`config.mk`:
```
export PLATFORM = sky130hd
export DESIGN_NAME = pif_bank_top
export DESIGN_NICKNAME = d
export VERILOG_FILES = /design/src/pif_pkg.sv /design/src/pif_flag_bank.sv /design/src/pif_irq_status.sv /design/src/pif_bank_top.sv
export SDC_FILE = /design/constraint.sdc
export NUM_CORES = 1
export LEC_CHECK = 0
export BUFFER_PORTS_ARGS = -buffer_cell sky130_fd_sc_hd__buf_2
export CAP_MARGIN = 20
export CELL_PAD_IN_SITES_DETAIL_PLACEMENT = 0
export CELL_PAD_IN_SITES_GLOBAL_PLACEMENT = 1
export CORE_ASPECT_RATIO = 0.7
export CORE_MARGIN = 2
export CORE_UTILIZATION = 26
export DETAILED_ROUTE_END_ITERATION = 10
export HOLD_SLACK_MARGIN = 0.06
export PLACE_DENSITY_LB_ADDON = 0.2
export SKIP_CTS_REPAIR_TIMING = 1
export SLEW_MARGIN = 25
export SYNTH_ARGS = -nofsm -noshare
export SYNTH_HDL_FRONTEND = slang
export SYNTH_SLANG_ARGS = --single-unit
```
`constraint.sdc`:
```
create_clock -name clk_i -period 1.4 [get_ports clk_i]
set_input_delay 0.21 -clock clk_i [delete_from_list [all_inputs] [get_ports clk_i]]
set_output_delay 0.21 -clock clk_i [all_outputs]
set_load 0.02 [all_outputs]
```
`src/pif_pkg.sv`:
```
// Purpose: shared constants for the peripheral interrupt flag and enable bank
// Assumes: registers on classic Wishbone, one aligned 32-bit word each, data in bits 7:0
// Notes:   masks give implemented, software-writable and level-following bit positions
package pif_pkg;
    localparam int          PIF_DW          = 8;
    localparam int          PIF_AW          = 8;
    // register byte offsets
    localparam logic [7:0]  PIF_OFS_ENF     = 8'h00;
    localparam logic [7:0]  PIF_OFS_F1      = 8'h04;
    localparam logic [7:0]  PIF_OFS_F2      = 8'h08;
    localparam logic [7:0]  PIF_OFS_CTL     = 8'h0C;
    localparam logic [7:0]  PIF_OFS_ISTAT   = 8'h10;
    localparam logic [7:0]  PIF_OFS_ICLR    = 8'h14;
    localparam logic [7:0]  PIF_OFS_IEN     = 8'h18;
    // reset value of every implemented bit
    localparam logic [7:0]  PIF_RST_VAL     = 8'h00;
    // fourth enable register fields
    localparam int          PIF_ENF_ASYNC2_RX   = 5;
    localparam int          PIF_ENF_ASYNC2_TX   = 4;
    localparam int          PIF_ENF_SYNC2_COLL  = 1;
    localparam int          PIF_ENF_SYNC2_EVT   = 0;
    localparam logic [7:0]  PIF_ENF_IMPL    = 8'h33;
    // first flag register fields
    localparam int          PIF_F1_TIMER1_GATE  = 7;
    localparam int          PIF_F1_CONV_DONE    = 6;
    localparam int          PIF_F1_ASYNC1_RX    = 5;
    localparam int          PIF_F1_ASYNC1_TX    = 4;
    localparam int          PIF_F1_SYNC1_EVT    = 3;
    localparam int          PIF_F1_CAPCMP1      = 2;
    localparam int          PIF_F1_TIMER2_MATCH = 1;
    localparam int          PIF_F1_TIMER1_OVF   = 0;
    localparam logic [7:0]  PIF_F1_IMPL     = 8'hFF;
    localparam logic [7:0]  PIF_F1_WR       = 8'hCF;
    localparam logic [7:0]  PIF_F1_LEVEL    = 8'h30;
    // second flag register fields
    localparam int          PIF_F2_OSC_FAIL     = 7;
    localparam int          PIF_F2_COMP_TWO     = 6;
    localparam int          PIF_F2_COMP_ONE     = 5;
    localparam int          PIF_F2_EEPROM_DONE  = 4;
    localparam int          PIF_F2_SYNC1_COLL   = 3;
    localparam int          PIF_F2_LCD          = 2;
    localparam int          PIF_F2_CAPCMP2      = 0;
    localparam logic [7:0]  PIF_F2_IMPL     = 8'hFD;
    localparam logic [7:0]  PIF_F2_WR       = 8'hFD;
    localparam logic [7:0]  PIF_F2_LEVEL    = 8'h00;
    // main control register fields
    localparam int          PIF_CTL_GLOBAL_EN   = 7;
    localparam int          PIF_CTL_PERIPH_GATE = 6;
    localparam logic [7:0]  PIF_CTL_IMPL    = 8'hC0;
    // block interrupt status events
    localparam int          PIF_EVT_N           = 2;
    localparam int          PIF_EVT_REQ_RISE    = 0;
    localparam int          PIF_EVT_BUS_ERR     = 1;
endpackage

```
`src/pif_flag_bank.sv`:
```
// Purpose: one 8-bit bank of peripheral request flags
// Assumes: set pulses and levels come from logic on the same clock
// Notes:   a hardware set in the same cycle as a software write of 0 wins
`timescale 1ns/1ps
module pif_flag_bank
    import pif_pkg::*;
#(
    parameter int         W          = 8,
    parameter logic [7:0] IMPL_MASK  = 8'hFF,
    parameter logic [7:0] WR_MASK    = 8'hFF,
    parameter logic [7:0] LEVEL_MASK = 8'h00
) (
    // clock and reset
    input  wire logic         clk_i,
    input  wire logic         rst_i,
    // event sources
    input  wire logic [W-1:0] set_i,
    input  wire logic [W-1:0] level_i,
    // software write port
    input  wire logic         wr_i,
    input  wire logic [W-1:0] wdata_i,
    // flag state
    output logic      [W-1:0] flags_o
);
    for (genvar b = 0; b < W; b++) begin : g_bit
        if (!IMPL_MASK[b]) begin : g_unimpl
            assign flags_o[b] = 1'b0;
        end else if (LEVEL_MASK[b]) begin : g_level
            logic flag_r;
            // read-only flag mirrors its source status
            always_ff @(posedge clk_i) begin
                if (rst_i) begin
                    flag_r <= PIF_RST_VAL[0];
                end else begin
                    flag_r <= level_i[b];
                end
            end
            assign flags_o[b] = flag_r;
        end else begin : g_sticky
            logic flag_r;
            logic flag_nxt;
            always_comb begin
                flag_nxt = flag_r;
                if (wr_i && WR_MASK[b]) begin
                    flag_nxt = wdata_i[b];
                end
                if (set_i[b]) begin
                    flag_nxt = 1'b1;
                end
            end
            always_ff @(posedge clk_i) begin
                if (rst_i) begin
                    flag_r <= PIF_RST_VAL[0];
                end else begin
                    flag_r <= flag_nxt;
                end
            end
            assign flags_o[b] = flag_r;
        end
    end
endmodule

```
`src/pif_irq_status.sv`:
```
// Purpose: sticky event status, enable and clear for the block interrupt line
// Assumes: event pulses on the same clock
// Notes:   set wins over a clear written in the same cycle
`timescale 1ns/1ps
module pif_irq_status
    import pif_pkg::*;
#(
    parameter int N = PIF_EVT_N
) (
    // clock and reset
    input  wire logic         clk_i,
    input  wire logic         rst_i,
    // events
    input  wire logic [N-1:0] evt_i,
    // software access
    input  wire logic         clr_wr_i,
    input  wire logic         en_wr_i,
    input  wire logic [N-1:0] wdata_i,
    // state
    output logic      [N-1:0] status_o,
    output logic      [N-1:0] enable_o,
    output logic              irq_o
);
    logic [N-1:0] status_r;
    logic [N-1:0] enable_r;

    always_ff @(posedge clk_i) begin
        if (rst_i) begin
            status_r <= '0;
        end else begin
            status_r <= (status_r & ~(clr_wr_i ? wdata_i : '0)) | evt_i;
        end
    end

    always_ff @(posedge clk_i) begin
        if (rst_i) begin
            enable_r <= '0;
        end else if (en_wr_i) begin
            enable_r <= wdata_i;
        end
    end

    assign status_o = status_r;
    assign enable_o = enable_r;
    assign irq_o    = |(status_r & enable_r);
endmodule

```
`src/pif_bank_top.sv`:
```
// Overview of operation
// - a request flag is set by its event whatever its own enable or the global enables hold.
// - the fourth enable register holds async2 rx, async2 tx, sync2 collision, sync2 event.
// - unimplemented bits read zero and ignore writes.
// - an implemented enable bit at 1 enables its interrupt and at 0 disables it.
// - an implemented flag reads 1 while its interrupt is pending and 0 otherwise.
// - the first flag register holds the eight flags in their fixed bit order.
// - async1 rx and tx flags are read-only, the other six first-register flags read-write.
// - the second flag register holds seven flags in their fixed order, bit 1 empty.
// - every implemented enable and flag bit resets to zero on any reset.
// - no peripheral request reaches the core unless the peripheral gate enable is set.
//
// Purpose: peripheral interrupt flag and enable bank behind a Wishbone slave
// Assumes: event sources and the enables of banks one and two come from same-clock logic
// Notes:   ack follows one cycle after the request; unmapped words answer zero
//
// Local design decisions: the Wishbone interface to the registers and the address map.
`timescale 1ns/1ps
module pif_bank_top
    import pif_pkg::*;
(
    // clock and reset
    input  wire logic              clk_i,
    input  wire logic              rst_i,
    // wishbone slave
    input  wire logic              wb_cyc_i,
    input  wire logic              wb_stb_i,
    input  wire logic              wb_we_i,
    input  wire logic [PIF_AW-1:0] wb_adr_i,
    input  wire logic [3:0]        wb_sel_i,
    input  wire logic [31:0]       wb_dat_i,
    output logic      [31:0]       wb_dat_o,
    output logic                   wb_ack_o,
    // peripheral event sources
    input  wire logic [PIF_DW-1:0] flags_one_set_i,
    input  wire logic              async1_rx_flag_i,
    input  wire logic              async1_tx_flag_i,
    input  wire logic [PIF_DW-1:0] flags_two_set_i,
    input  wire logic [PIF_DW-1:0] flags_four_i,
    // enables held elsewhere for banks one and two
    input  wire logic [PIF_DW-1:0] enable_one_i,
    input  wire logic [PIF_DW-1:0] enable_two_i,
    // outputs
    output logic      [PIF_DW-1:0] periph_irq_enable_four_o,
    output logic                   periph_irq_o,
    output logic                   irq_o
);
    logic              req_acc;
    logic              wr_acc;
    logic              ack_r;
    logic [31:0]       dat_r;
    logic              lane0;
    logic              sel_enf;
    logic              sel_f1;
    logic              sel_f2;
    logic              sel_ctl;
    logic              sel_istat;
    logic              sel_iclr;
    logic              sel_ien;
    logic              mapped;
    logic [PIF_DW-1:0] wdata;
    logic [PIF_DW-1:0] enable_four_r;
    logic [PIF_DW-1:0] ctl_r;
    logic [PIF_DW-1:0] flags_one;
    logic [PIF_DW-1:0] flags_two;
    logic [PIF_DW-1:0] flags_one_lvl;
    logic              global_irq_en;
    logic              periph_irq_gate_en;
    logic              any_pending;
    logic              periph_req;
    logic              periph_req_r;
    logic [PIF_EVT_N-1:0] evt;
    logic [PIF_EVT_N-1:0] istat;
    logic [PIF_EVT_N-1:0] ien;
    logic [PIF_DW-1:0] rd_byte;

    // bus decode; a request is taken once, in the cycle before ack
    assign req_acc   = wb_cyc_i && wb_stb_i && !ack_r;
    assign lane0     = wb_sel_i[0];
    assign wr_acc    = req_acc && wb_we_i && lane0;
    assign wdata     = wb_dat_i[PIF_DW-1:0];
    assign sel_enf   = (wb_adr_i == PIF_OFS_ENF);
    assign sel_f1    = (wb_adr_i == PIF_OFS_F1);
    assign sel_f2    = (wb_adr_i == PIF_OFS_F2);
    assign sel_ctl   = (wb_adr_i == PIF_OFS_CTL);
    assign sel_istat = (wb_adr_i == PIF_OFS_ISTAT);
    assign sel_iclr  = (wb_adr_i == PIF_OFS_ICLR);
    assign sel_ien   = (wb_adr_i == PIF_OFS_IEN);
    assign mapped    = sel_enf | sel_f1 | sel_f2 | sel_ctl | sel_istat | sel_iclr | sel_ien;

    always_ff @(posedge clk_i) begin
        if (rst_i) begin
            ack_r <= 1'b0;
        end else begin
            ack_r <= req_acc;
        end
    end

    always_comb begin
        rd_byte = 8'h00;
        case (1'b1)
            sel_enf:   rd_byte = enable_four_r;
            sel_f1:    rd_byte = flags_one;
            sel_f2:    rd_byte = flags_two;
            sel_ctl:   rd_byte = ctl_r;
            sel_istat: rd_byte = {{(PIF_DW-PIF_EVT_N){1'b0}}, istat};
            sel_ien:   rd_byte = {{(PIF_DW-PIF_EVT_N){1'b0}}, ien};
            default:   rd_byte = 8'h00;
        endcase
    end

    // read data is captured with the request, so it stands with ack
    always_ff @(posedge clk_i) begin
        if (rst_i) begin
            dat_r <= 32'h0000_0000;
        end else if (req_acc) begin
            dat_r <= {24'h00_0000, rd_byte};
        end
    end

    assign wb_ack_o = ack_r;
    assign wb_dat_o = dat_r;

    // fourth enable register; unimplemented positions are never stored
    always_ff @(posedge clk_i) begin
        if (rst_i) begin
            enable_four_r <= PIF_RST_VAL;
        end else if (wr_acc && sel_enf) begin
            enable_four_r <= wdata & PIF_ENF_IMPL;
        end
    end

    always_ff @(posedge clk_i) begin
        if (rst_i) begin
            ctl_r <= PIF_RST_VAL;
        end else if (wr_acc && sel_ctl) begin
            ctl_r <= wdata & PIF_CTL_IMPL;
        end
    end

    assign global_irq_en            = ctl_r[PIF_CTL_GLOBAL_EN];
    assign periph_irq_gate_en       = ctl_r[PIF_CTL_PERIPH_GATE];
    assign periph_irq_enable_four_o = enable_four_r;

    // async1 rx/tx flags follow their source and ignore writes
    always_comb begin
        flags_one_lvl                   = 8'h00;
        flags_one_lvl[PIF_F1_ASYNC1_RX] = async1_rx_flag_i;
        flags_one_lvl[PIF_F1_ASYNC1_TX] = async1_tx_flag_i;
    end

    // flags set regardless of any enable state
    pif_flag_bank #(
        .W          (PIF_DW),
        .IMPL_MASK  (PIF_F1_IMPL),
        .WR_MASK    (PIF_F1_WR),
        .LEVEL_MASK (PIF_F1_LEVEL)
    ) u_flags_one (
        .clk_i   (clk_i),
        .rst_i   (rst_i),
        .set_i   (flags_one_set_i & ~PIF_F1_LEVEL),
        .level_i (flags_one_lvl),
        .wr_i    (wr_acc && sel_f1),
        .wdata_i (wdata),
        .flags_o (flags_one)
    );

    pif_flag_bank #(
        .W          (PIF_DW),
        .IMPL_MASK  (PIF_F2_IMPL),
        .WR_MASK    (PIF_F2_WR),
        .LEVEL_MASK (PIF_F2_LEVEL)
    ) u_flags_two (
        .clk_i   (clk_i),
        .rst_i   (rst_i),
        .set_i   (flags_two_set_i & PIF_F2_IMPL),
        .level_i (8'h00),
        .wr_i    (wr_acc && sel_f2),
        .wdata_i (wdata),
        .flags_o (flags_two)
    );

    // request toward the core
    assign any_pending = |(flags_one & enable_one_i)
                       | |(flags_two & enable_two_i)
                       | |(flags_four_i & enable_four_r);
    assign periph_req  = any_pending && periph_irq_gate_en && global_irq_en;
    assign periph_irq_o = periph_req;

    always_ff @(posedge clk_i) begin
        if (rst_i) begin
            periph_req_r <= 1'b0;
        end else begin
            periph_req_r <= periph_req;
        end
    end

    always_comb begin
        evt                   = '0;
        evt[PIF_EVT_REQ_RISE] = periph_req && !periph_req_r;
        evt[PIF_EVT_BUS_ERR]  = req_acc && !mapped;
    end

    pif_irq_status #(
        .N (PIF_EVT_N)
    ) u_irq_status (
        .clk_i    (clk_i),
        .rst_i    (rst_i),
        .evt_i    (evt),
        .clr_wr_i (wr_acc && sel_iclr),
        .en_wr_i  (wr_acc && sel_ien),
        .wdata_i  (wdata[PIF_EVT_N-1:0]),
        .status_o (istat),
        .enable_o (ien),
        .irq_o    (irq_o)
    );

    chk_flag_sticky: assert property (@(posedge clk_i) disable iff (rst_i)
        flags_one_set_i[PIF_F1_TIMER1_OVF] && enable_one_i[PIF_F1_TIMER1_OVF] == 1'b0
        |=> flags_one[PIF_F1_TIMER1_OVF])
        else $error("flag not set by its event while disabled");

    chk_enf_unimpl: assert property (@(posedge clk_i) disable iff (rst_i)
        (enable_four_r & ~PIF_ENF_IMPL) == 8'h00 && flags_two[1] == 1'b0)
        else $error("unimplemented bit reads one");

    chk_enf_write: assert property (@(posedge clk_i) disable iff (rst_i)
        wr_acc && sel_enf |=> enable_four_r == ($past(wdata) & PIF_ENF_IMPL))
        else $error("fourth enable write not stored");

    chk_async_ro: assert property (@(posedge clk_i) disable iff (rst_i)
        !$past(rst_i) |-> flags_one[5:4] == $past({async1_rx_flag_i, async1_tx_flag_i}))
        else $error("read-only flag diverges from its source");

    chk_f2_write: assert property (@(posedge clk_i) disable iff (rst_i)
        wr_acc && sel_f2 && flags_two_set_i == 8'h00
        |=> flags_two == ($past(wdata) & PIF_F2_WR))
        else $error("second flag write not stored");

    chk_reset_zero: assert property (@(posedge clk_i)
        !rst_i && $past(rst_i) |-> enable_four_r == 8'h00 && flags_two == 8'h00
        && (flags_one & ~PIF_F1_LEVEL) == 8'h00)
        else $error("register not zero after reset");

    chk_gate_needed: assert property (@(posedge clk_i) disable iff (rst_i)
        !ctl_r[PIF_CTL_PERIPH_GATE] |-> !periph_irq_o)
        else $error("request passed with peripheral gate clear");

    chk_req_cause: assert property (@(posedge clk_i) disable iff (rst_i)
        flags_four_i[PIF_ENF_SYNC2_EVT] && enable_four_r[PIF_ENF_SYNC2_EVT]
        && ctl_r[PIF_CTL_GLOBAL_EN] && ctl_r[PIF_CTL_PERIPH_GATE] |-> periph_irq_o)
        else $error("enabled pending flag raised no request");

    chk_en_disable: assert property (@(posedge clk_i) disable iff (rst_i)
        enable_one_i == 8'h00 && enable_two_i == 8'h00 && enable_four_r == 8'h00
        |-> !periph_irq_o)
        else $error("request with every enable clear");

    chk_ack_pulse: assert property (@(posedge clk_i) disable iff (rst_i)
        wb_cyc_i && wb_stb_i && !wb_ack_o |=> wb_ack_o ##1 !wb_ack_o)
        else $error("ack not a single cycle after request");

    chk_f1_write: assert property (@(posedge clk_i) disable iff (rst_i)
        wr_acc && sel_f1 && flags_one_set_i == 8'h00
        |=> (flags_one & PIF_F1_WR) == ($past(wdata) & PIF_F1_WR))
        else $error("first flag write not stored");

    chk_f2_sticky: assert property (@(posedge clk_i) disable iff (rst_i)
        flags_two_set_i[PIF_F2_CAPCMP2] && enable_two_i[PIF_F2_CAPCMP2] == 1'b0
        |=> flags_two[PIF_F2_CAPCMP2])
        else $error("second bank flag not set while disabled");

    chk_global_needed: assert property (@(posedge clk_i) disable iff (rst_i)
        !ctl_r[PIF_CTL_GLOBAL_EN] |-> !periph_irq_o)
        else $error("request passed with global enable clear");

    chk_req_two: assert property (@(posedge clk_i) disable iff (rst_i)
        flags_two[PIF_F2_CAPCMP2] && enable_two_i[PIF_F2_CAPCMP2]
        && ctl_r[PIF_CTL_GLOBAL_EN] && ctl_r[PIF_CTL_PERIPH_GATE] |-> periph_irq_o)
        else $error("enabled second bank flag raised no request");

    chk_read_data: assert property (@(posedge clk_i) disable iff (rst_i)
        req_acc && !wb_we_i && sel_f1 |=> wb_dat_o == {24'h00_0000, $past(flags_one)})
        else $error("first flag read data wrong");

    chk_ctl_unimpl: assert property (@(posedge clk_i) disable iff (rst_i)
        (ctl_r & ~PIF_CTL_IMPL) == 8'h00)
        else $error("control register unused bit set");

    chk_unmapped_err: assert property (@(posedge clk_i) disable iff (rst_i)
        req_acc && !mapped |=> istat[PIF_EVT_BUS_ERR])
        else $error("unmapped access not latched");

    chk_rise_latch: assert property (@(posedge clk_i) disable iff (rst_i)
        periph_req && !periph_req_r |=> istat[PIF_EVT_REQ_RISE])
        else $error("request rise not latched");

    chk_clr_reads_zero: assert property (@(posedge clk_i) disable iff (rst_i)
        req_acc && !wb_we_i && sel_iclr |=> wb_dat_o == 32'h0000_0000)
        else $error("clear register read not zero");

    chk_ack_idle: assert property (@(posedge clk_i) disable iff (rst_i)
        !wb_cyc_i |=> !wb_ack_o)
        else $error("ack without a cycle");
endmodule

```
==> flow_summary.toml, run 1 <==
[run_status]
status = "finished, violations left"
violations = "setup timing"

[final_layout]
layout_commonest_cell = "buf_2"
fill_cells = 770
insertedDiodeCount = 0
multi_input_area_sq_um = 1257
drive_above_1_share = 0.5015
regArea_sq_um = 708.2
final_core_util = 0.4044
final_cell_mix = "69 x buf_2, 38 x buf_4, 31 x dfxtp_1"
fin_nets = 427
synthToLayoutAreaGrowth_pct = 50.60

[worst_hold_path]
hp-class = "in2reg"

[critical_path]
worstSetupPathType = "reg2out"
critPathMaxFanout = 2
required_ns = 1.19
crit_slowest_cell = "dfxtp_2"
cp-start-kind = "flop"
end_kind = "primary output"
cpPeakStageDelay_ns = 0.32
critPathArrivalTime_ns = 1.59
path_cells = "a22o_1, a221oi_2, buf_4, nand3_4, nor2_4, nor2_2, buf_6"

[timing]
rsz0062_at_grt = "true"
finalMaxSlewViolations = 0
period_share = 1.288
finalHoldViolations = 0
finalCriticalPeriod_ns = 1.803
fin_tns_setup_ns = -1.150
setup_viol = 11
setup_slack_ns = -0.4030
max_freq_ghz = 0.5546
skew_ns = 0.006207

[yosys]
synthesis.instances = 228
syn_area_sq_um = 1966
yosysSeqAreaShare = 0.3565
ys_types = 41
synth.avg_cell_area_sq_um = 8.621
yosysWarnings = 0
yosys_register_bits = 35

[power]
p_sw_mw = 0.6982
p_leak_nw = 1.308
power.share.sequential = 0.430
ir_worst_vdd_mv = 0.3099
power_frac_comb = 0.202
p_per_area_nw_per_um2 = 826.6
clkPwrFrac = 0.368
intPower_mw = 1.749
power.total_mw = 2.447
switching_share = 0.2853

[job]
drv_cap = 0

[detailed_routing]
wire_per_inst_um = 14.83
vias = 1946
first_iter_violations = 64
wirelength_mm = 6.450
drtAntennaViolNets = 0
vias_per_cell = 4.474
drcViolationCount = 0
drt-pass1-iter-count = 5

[floorplanning]
io_pins = 134
rows = 26
die_x_um = 107.9
core_area_sq_um = 7320
die_y_um = 76.75
die_area_sq_um = 8283
initial_core_util = 0.2685

[placed_design]
dp_hpwl_mm = 5.015
pre_cts_slack_ns = -0.2158
finalWeightedCongestion = 0.7686
portBuffers = 70

[global_routing]
grt.total_usage = 0.1535
grt_pass1_vias = 1919
grt_pass1_wl_mm = 9.873
grt_antenna_before_repair = 0
overflow = 0
grt_max_degree = 21

[clocking]
cts_tree = "yes"
cts_sinks = 35
htree_levels = 2
path_clk_slew_ns = 0.08
root_buffer = "clkbuf_8"
clock_latency_ns = 0.29
max-clock-path-buffers = 2
cts_buffers = 5
[layout make-up]
type / instances / area share
Multi-Input combinational cell: 172 / 0.4248
Clock buffer: 7 / 0.03635
Inverter: 7 / 0.008876
Tap cell: 98 / 0.04142
Timing Repair Buffer: 115 / 0.2477
Clock inverter: 1 / 0.001691
Sequential cell: 35 / 0.2392
[critical path: cells and delay by family, from the launching register on]
kind / cells / cell delay (ns)
simple gates: 3 / 0.23
compound gates: 2 / 0.44
buf+inv: 2 / 0.30
flops: 1 / 0.32
[path summary, 6_finish.rpt]
kind	startpoint	endpoint	slack [ns]	cells after the start
min	async1_tx_flag_i	u_flags_one.g_bit[4].g_level.flag_r	0.12	2
max	u_flags_one.g_bit[0].g_sticky.flag_r	periph_irq_o	-0.40	7
max reg2reg	wb_ack_o	u_flags_one.g_bit[1].g_sticky.flag_r	-0.11	5
min reg2reg	periph_req_r	u_irq_status.status_o[0]	0.42	1
[through the flow]
stage                     hold WS, ns  instance area [sq um]  cells
after floorplan                0.3382                   2076    255
after global placement         0.4061                   2567    423
after detailed placement       0.4156                   2567    423
after CTS                      0.1189                   2680    431
after global routing           0.1330                   2960    435
final                          0.1230                   2960    435
[routing by layer]
layer	GRT usage	wire, um	share of wire
met2	0.2157	2709	0.42
met5	0	0	0
met1	0.2337	3272	0.51
met3	0.03571	436	0.068
met4	0.03462	32	0.0050
[cell usage after synthesis, drive strengths merged]
master | number | area [sq um]
mux4 | 1 | 26.28
a31oi | 2 | 12.51
a221oi | 2 | 17.52
conb | 1 | 3.750
nand2 | 25 | 96.35
and3 | 2 | 17.52
nand3b | 1 | 7.510
mux2 | 2 | 22.52
a22o | 5 | 43.79
or2 | 1 | 6.260
o31ai | 1 | 7.510
and2 | 1 | 6.260
nor3 | 2 | 15.01
o41ai | 1 | 8.760
nand4 | 3 | 18.77
nand3 | 14 | 70.07
nor2 | 14 | 52.55
inv | 7 | 26.28
buf | 34 | 262.7
a41oi | 7 | 61.31
nor2b | 4 | 25.02
o21ai | 4 | 20.02
a21oi | 22 | 110.1
a32o | 1 | 10.01
mux2i | 16 | 160.2
and3b | 1 | 8.760
dfxtp | 35 | 700.7
a222oi | 1 | 10.01
clkbuf | 7 | 26.28
o211ai | 1 | 7.510
nor4 | 4 | 61.31
nand2b | 2 | 12.51
a22oi | 4 | 30.03
[logic make-up (layout without fill, tap and decap cells)]
family	Yosys count	after routing	synth area share
AOI/OAI and AO/OA	51	51	0.1725
other	1	28	0.001908
DFF	35	35	0.3565
and+or+nand+nor	74	74	0.2024
muxes	19	19	0.1063
buffers and inverters	48	130	0.1604
[sequential cells by signal, summed over array words and instances, names as in the netlist]
register	cells
u_flags_one.g_bit.g_level.flag_r	2
u_flags_one.g_bit.g_sticky.flag_r	6
wb_dat_o	8
u_irq_status.enable_o	2
ctl_r	2
wb_ack_o	1
u_irq_status.status_o	2
u_flags_two.g_bit.g_sticky.flag_r	7
periph_irq_enable_four_o	4
periph_req_r	1
[power groups by stage]
stage / registers (mW) / clock network [mW] / logic, mW
floorplan: 1.07 / 0 / 0.265
global placement: 1.07 / 0 / 0.414
detailed placement: 1.07 / 0 / 0.415
CTS: 1.05 / 0.916 / 0.418
global route: 1.06 / 0.960 / 0.539
finish: 1.05 / 0.900 / 0.494
Note: power is estimated with default switching activity, not from simulation.
==> run 2: changes to the inputs <==
--- a/config.mk
+++ b/config.mk
@@ -5,13 +5,14 @@
 export SDC_FILE = /design/constraint.sdc
 export NUM_CORES = 1
 export LEC_CHECK = 0
+export ABC_AREA = 1
 export BUFFER_PORTS_ARGS = -buffer_cell sky130_fd_sc_hd__buf_2
 export CAP_MARGIN = 20
 export CELL_PAD_IN_SITES_DETAIL_PLACEMENT = 0
 export CELL_PAD_IN_SITES_GLOBAL_PLACEMENT = 1
 export CORE_ASPECT_RATIO = 0.7
 export CORE_MARGIN = 2
-export CORE_UTILIZATION = 26
+export CORE_UTILIZATION = 24
 export DETAILED_ROUTE_END_ITERATION = 10
 export HOLD_SLACK_MARGIN = 0.06
 export PLACE_DENSITY_LB_ADDON = 0.2
==> run 2 against run 1 <==
  * The flow finishes with violations (DRC, setup timing)
  * Combinational power shrank 26%
  * Die area rose by 9.5%
  * Largest power group is now the clock network
  * Total power up 11%
  * Maximum frequency rose by 14%
==> flow_summary.toml, run 2 <==
[run_status]
status = "finished, violations left"
violations = "DRC, setup timing"

[timing]
setup_viol = 1
finalCriticalPeriod_ns = 1.588
max_freq_ghz = 0.6298
period_share = 1.134
skew_ns = 0.006650
timing.hold.ws_ns = 0.1314
rsz0062_at_grt = "true"
setup_slack_ns = -0.1878
fin_tns_setup_ns = -0.1878
finalHoldViolations = 0
finalMaxSlewViolations = 0

[yosys]
synthArstFlopShare = 0
synthesis.instances = 298
ys_types = 27
yosysSeqAreaShare = 0.3511
yosysTopAreaCell = "dfxtp_1"
syn_area_sq_um = 1996
yosys-top-cells-area = "dfxtp_1 35%, nand2_1 15%, buf_4 11%"
synth.most_common_cell = "nand2_1"
synth_edf_count = 0
ys.flop_type = "dfxtp_1"
synth.avg_cell_area_sq_um = 6.697
yosysWarnings = 0
synth.top_cells.by_count = "82 x nand2_1, 37 x a21oi_1, 35 x dfxtp_1"
yosys.area.top_type_share = 0.3511
yosys_register_bits = 35

[placed_design]
placed_cells = 485
dp_hpwl_mm = 5.210
portBuffers = 70
finalWeightedCongestion = 0.7569

[detailed_routing]
drcViolationCount = 7
vias = 2056
drtAntennaViolNets = 0
wirelength_mm = 6.336
drt-pass1-iter-count = 7
first_iter_violations = 102
wire_per_inst_um = 12.80
vias_per_cell = 4.154

[floorplanning]
die_x_um = 113.0
io_pins = 134
die_y_um = 80.30
rows = 27
core_area_sq_um = 7973
initial_core_util = 0.2503
die_area_sq_um = 9073

[final_layout]
insertedDiodeCount = 0
largest_reg_flops = 8
stdcell_count = 495
fill_cells = 904
drive_above_1_share = 0.3350
final_cell_mix = "75 x nand2_1, 69 x buf_2, 36 x a21oi_1"
layout_commonest_cell = "nand2_1"
final_core_util = 0.3429
synthToLayoutAreaGrowth_pct = 36.99
fin_nets = 484

[critical_path]
cpPeakStageDelay_ns = 0.32
cp-start-kind = "flop"
path_cells = "nand2_2, nand2_2, a21oi_2, nand2_1, nor2_2, nand2_2, nand2_2, inv_2, buf_6"
end_kind = "primary output"
required_ns = 1.19
rr_startpoint = "wb_ack_o"
cpMostUsedCell = "nand2_2"
crit_slowest_cell = "dfxtp_2"
worstSetupStartpoint = "u_flags_two.g_bit[7].g_sticky.flag_r"
cp_top_family = "simple AND/OR/NAND/NOR gates"
critPathMaxFanout = 2
critPathArrivalTime_ns = 1.38
cp_num_buf_inv = 2
worstSetupPathType = "reg2out"

[clocking]
root_buffer = "clkbuf_16"
clock_latency_ns = 0.28
cts_sinks = 35
path_clk_slew_ns = 0.06
cts_buffers = 5
max-clock-path-buffers = 2
cts_tree = "yes"
htree_levels = 2

[worst_hold_path]
hold_start = "async1_tx_flag_i"
hp-class = "in2reg"

[global_routing]
grt_pass1_vias = 1967
grt_max_degree = 23
overflow = 0
grt_antenna_before_repair = 0
grt_pass1_wl_mm = 9.949
grt.total_usage = 0.1444

[power]
ir_worst_vdd_mv = 0.4126
p_leak_nw = 1.394
p_per_area_nw_per_um2 = 992.3

[job]
drv_cap = 0
-- run 2: worst paths after layout --
check                                               to  slack (ns)  depth (start not counted)
setup reg to reg  u_flags_two.g_bit[7].g_sticky.flag_r        0.13                          9
setup / recovery                          periph_irq_o       -0.19                          9
hold reg to reg                            wb_dat_o[3]        0.46                          2
hold / removal     u_flags_one.g_bit[4].g_level.flag_r        0.13                          3
-- run 2: logic make-up after synthesis --
kind of cell	share of synthesized area
and+or+nand+nor	0.3273
buffers and inverters	0.1749
AOI/OAI and AO/OA	0.1448
DFF	0.3511
other	0.001879
-- run 2: tightest hold or removal path: cells and delay by family --
kind          cells  cell delay [ns]
buf+inv           2             0.10
simple gates      1             0.06
-- run 2: power by group --
part / switching (mW) / internal (mW) / total [mW]
sequential: 0.0292 / 1.03 / 1.06
clock: 0.442 / 0.839 / 1.28
combinational: 0.231 / 0.137 / 0.367
total: 0.702 / 2.01 / 2.71
-- run 2: cell type report --
class / instances / area, sq um / area share
clock buffer: 5 / 125.1 / 0.04577
clock inverter: 3 / 43.79 / 0.01602
inverter: 32 / 126.4 / 0.04622
multi-input combinational: 227 / 1074 / 0.3927
sequential: 35 / 704.4 / 0.2577
tap: 101 / 126.4 / 0.04622
timing repair buffer: 92 / 534.3 / 0.1954
-- run 2: metrics by stage --
stage               total power [mW]  instance area (sq um)  setup WS (ns)
CTS                            2.714                   2683        -0.2666
floorplan                      1.330                   2097        0.08528
global placement               1.435                   2514       -0.03584
global route                   2.826                   2734        -0.2944
finish                         2.713                   2734        -0.1878
detailed placement             1.437                   2514       -0.02674
-- run 2: layer usage --
metal	GRT usage	vias to the layer above	routed length (um)	part of all wire
met2	0.2084	71	2514	0.40
met5	0	-	0	0
met1	0.2190	890	3349	0.53
li1	-	1093	-	-
met3	0.03396	2	455	0.072
met4	0.02195	0	16	0.0025
==> run 3: changes to the inputs <==
--- a/config.mk
+++ b/config.mk
@@ -8,11 +8,9 @@
 export ABC_AREA = 1
 export BUFFER_PORTS_ARGS = -buffer_cell sky130_fd_sc_hd__buf_2
 export CAP_MARGIN = 20
-export CELL_PAD_IN_SITES_DETAIL_PLACEMENT = 0
-export CELL_PAD_IN_SITES_GLOBAL_PLACEMENT = 1
 export CORE_ASPECT_RATIO = 0.7
 export CORE_MARGIN = 2
-export CORE_UTILIZATION = 24
+export CORE_UTILIZATION = 38
 export DETAILED_ROUTE_END_ITERATION = 10
 export HOLD_SLACK_MARGIN = 0.06
 export PLACE_DENSITY_LB_ADDON = 0.2
==> constraint.sdc (replaced) <==
create_clock -name clk_i -period 1.4 [get_ports clk_i]
set_input_delay 0.21 -clock clk_i [delete_from_list [all_inputs] [get_ports clk_i]]
set_output_delay 0.21 -clock clk_i [all_outputs]
set_load 0.05 [all_outputs]
==> run 3 against run 2 <==
  * The run ends with setup timing left
  * Die area fell by 35%
  * Via count is 0.58% lower
  * Maximum frequency shrank 1.2%
  * Worst setup slack worse by 0.019 ns
  * Clock-buffer cell count increased by 1
  * Total power is 20% lower
  * Critical path type unchanged
  * Largest power group is now registers
==> flow_summary.toml, run 3 (synthesis results as in run 2) <==
[job]
drv_cap = 0

[floorplanning]
io_pins = 134
die_x_um = 90.62
die_y_um = 64.63
core_area_sq_um = 5147
die_area_sq_um = 5856
rows = 22
initial_core_util = 0.3877

[timing]
finalHoldViolations = 0
finalCriticalPeriod_ns = 1.607
setup_slack_ns = -0.2067
max_freq_ghz = 0.6224
rsz0062_at_grt = "true"
period_share = 1.148
setup_viol = 1
finalMaxSlewViolations = 0
skew_ns = 0.006148

[final_layout]
largest_reg_flops = 8
final_core_util = 0.4825
layout_commonest_cell = "nand2_1"
drive_above_1_share = 0.2887
fin_nets = 473
insertedDiodeCount = 0
fin_area_sq_um = 2484
synthToLayoutAreaGrowth_pct = 24.45
final_cell_mix = "82 x nand2_1, 69 x buf_2, 37 x a21oi_1"

[clocking]
cts_sinks = 35
clock_latency_ns = 0.29
cts_tree = "yes"
max-clock-path-buffers = 2
htree_levels = 2
root_buffer = "clkbuf_8"
path_clk_slew_ns = 0.07
cts_buffers = 5

[global_routing]
overflow = 0
grt_pass1_wl_mm = 8.645
grt_pass1_vias = 1826
grt_antenna_before_repair = 0
grt_max_degree = 23
grt.total_usage = 0.1893

[critical_path]
end_kind = "primary output"
cpPeakStageDelay_ns = 0.33
critPathArrivalTime_ns = 1.40
rr_startpoint = "wb_ack_o"
worstSetupPathType = "reg2out"
required_ns = 1.19
crit_slowest_cell = "dfxtp_2"
path_cells = "nand2_1, nand2_1, a21oi_1, nand2_1, nor2_1, nand2_1, nand2_1, inv_1, buf_6"
reg2reg_to = "u_flags_two.g_bit[0].g_sticky.flag_r"
cp_num_buf_inv = 2
cpMostUsedCell = "nand2_1"
critPathMaxFanout = 2
cp-start-kind = "flop"
r2r_setup_slack_ns = 0.14
cp_top_family = "simple AND/OR/NAND/NOR gates"
r2r_cells = 8

[placed_design]
finalWeightedCongestion = 0.8142
dp_hpwl_mm = 4.283
portBuffers = 70
place_area_sq_um = 2396

[detailed_routing]
first_iter_violations = 94
wire_per_inst_um = 11.76
wirelength_mm = 5.327
vias_per_cell = 4.512
drtAntennaViolNets = 0
drt-pass1-iter-count = 4
drcViolationCount = 0
vias = 2044

[run_status]
violations = "setup timing"
status = "finished, violations left"

[power]
ir_worst_vdd_mv = 0.3779
power.total_mw = 2.175
p_leak_nw = 1.289
p_per_area_nw_per_um2 = 875.9

[worst_hold_path]
hold_depth = 3
hp-class = "in2reg"
holdPathEnd = "u_flags_one.g_bit[5].g_level.flag_r"
hold_start = "async1_rx_flag_i"
## run 3: changes by cell type in the layout (fill, tap and decap cells not counted), moves of 3 or more
cell       before  now
buf_4          21   11
clkbuf_16       5    0
clkbuf_8        0    5
dfxtp_1        32   29
dfxtp_2         3    6
nand2_1        75   82
nand2_2         8    1
## run 3: routing by layer
metal | track usage | part of all wire | vias to the layer above
li1 | - | - | 1068
met1 | 0.2780 | 0.49 | 885
met2 | 0.2724 | 0.40 | 87
met3 | 0.04419 | 0.096 | 4
met4 | 0.05769 | 0.0075 | 0
met5 | 0 | 0 | -
## run 3: layout make-up
type / count / area [sq um]
fill: 569 / 2664
clock buffer: 6 / 72.57
multi-input combinational: 227 / 1047
inverter: 32 / 126.4
timing repair buffer: 81 / 439.2
sequential: 35 / 708.2
tap: 72 / 90.09
## run 3: worst max-delay path by stage
stage	end	depth (start not counted)	startpoint	slack (ns)
after floorplan	u_flags_two.g_bit[0].g_sticky.flag_r	8	wb_ack_o	0.06
after global placement	wb_dat_o[6]	9	wb_adr_i[1]	-0.008
after detailed placement	wb_dat_o[6]	9	wb_adr_i[1]	-0.004
after CTS	periph_irq_o	9	u_flags_two.g_bit[0].g_sticky.flag_r	-0.27
after global routing	periph_irq_o	9	u_flags_two.g_bit[6].g_sticky.flag_r	-0.32
final	periph_irq_o	9	u_flags_two.g_bit[6].g_sticky.flag_r	-0.21
## run 3: metrics by stage
| stage | hold slack (ns) | setup WS (ns) | cells | setup TNS (ns) |
|---|---|---|---|---|
| final | 0.1213 | -0.2067 | 453 | -0.2067 |
| after global routing | 0.1334 | -0.3250 | 453 | -0.3250 |
| after CTS | 0.1209 | -0.2716 | 452 | -0.2716 |
| after detailed placement | 0.4183 | -0.004386 | 446 | -0.008615 |
| after global placement | 0.4128 | -0.008003 | 446 | -0.008003 |
| after floorplan | 0.2791 | 0.05765 | 325 | 0 |
## run 3: worst min-delay path, cell delays in order
cell and delay [ns]:
buf_2 0.07, inv_1 0.03, nor2_1 0.06
## run 3: where the power goes
part | switching [mW] | internal, mW
Combinational | 0.321 | 0.120
Clock | 0.342 | 0.331
Sequential | 0.0277 | 1.03
Total | 0.691 | 1.48
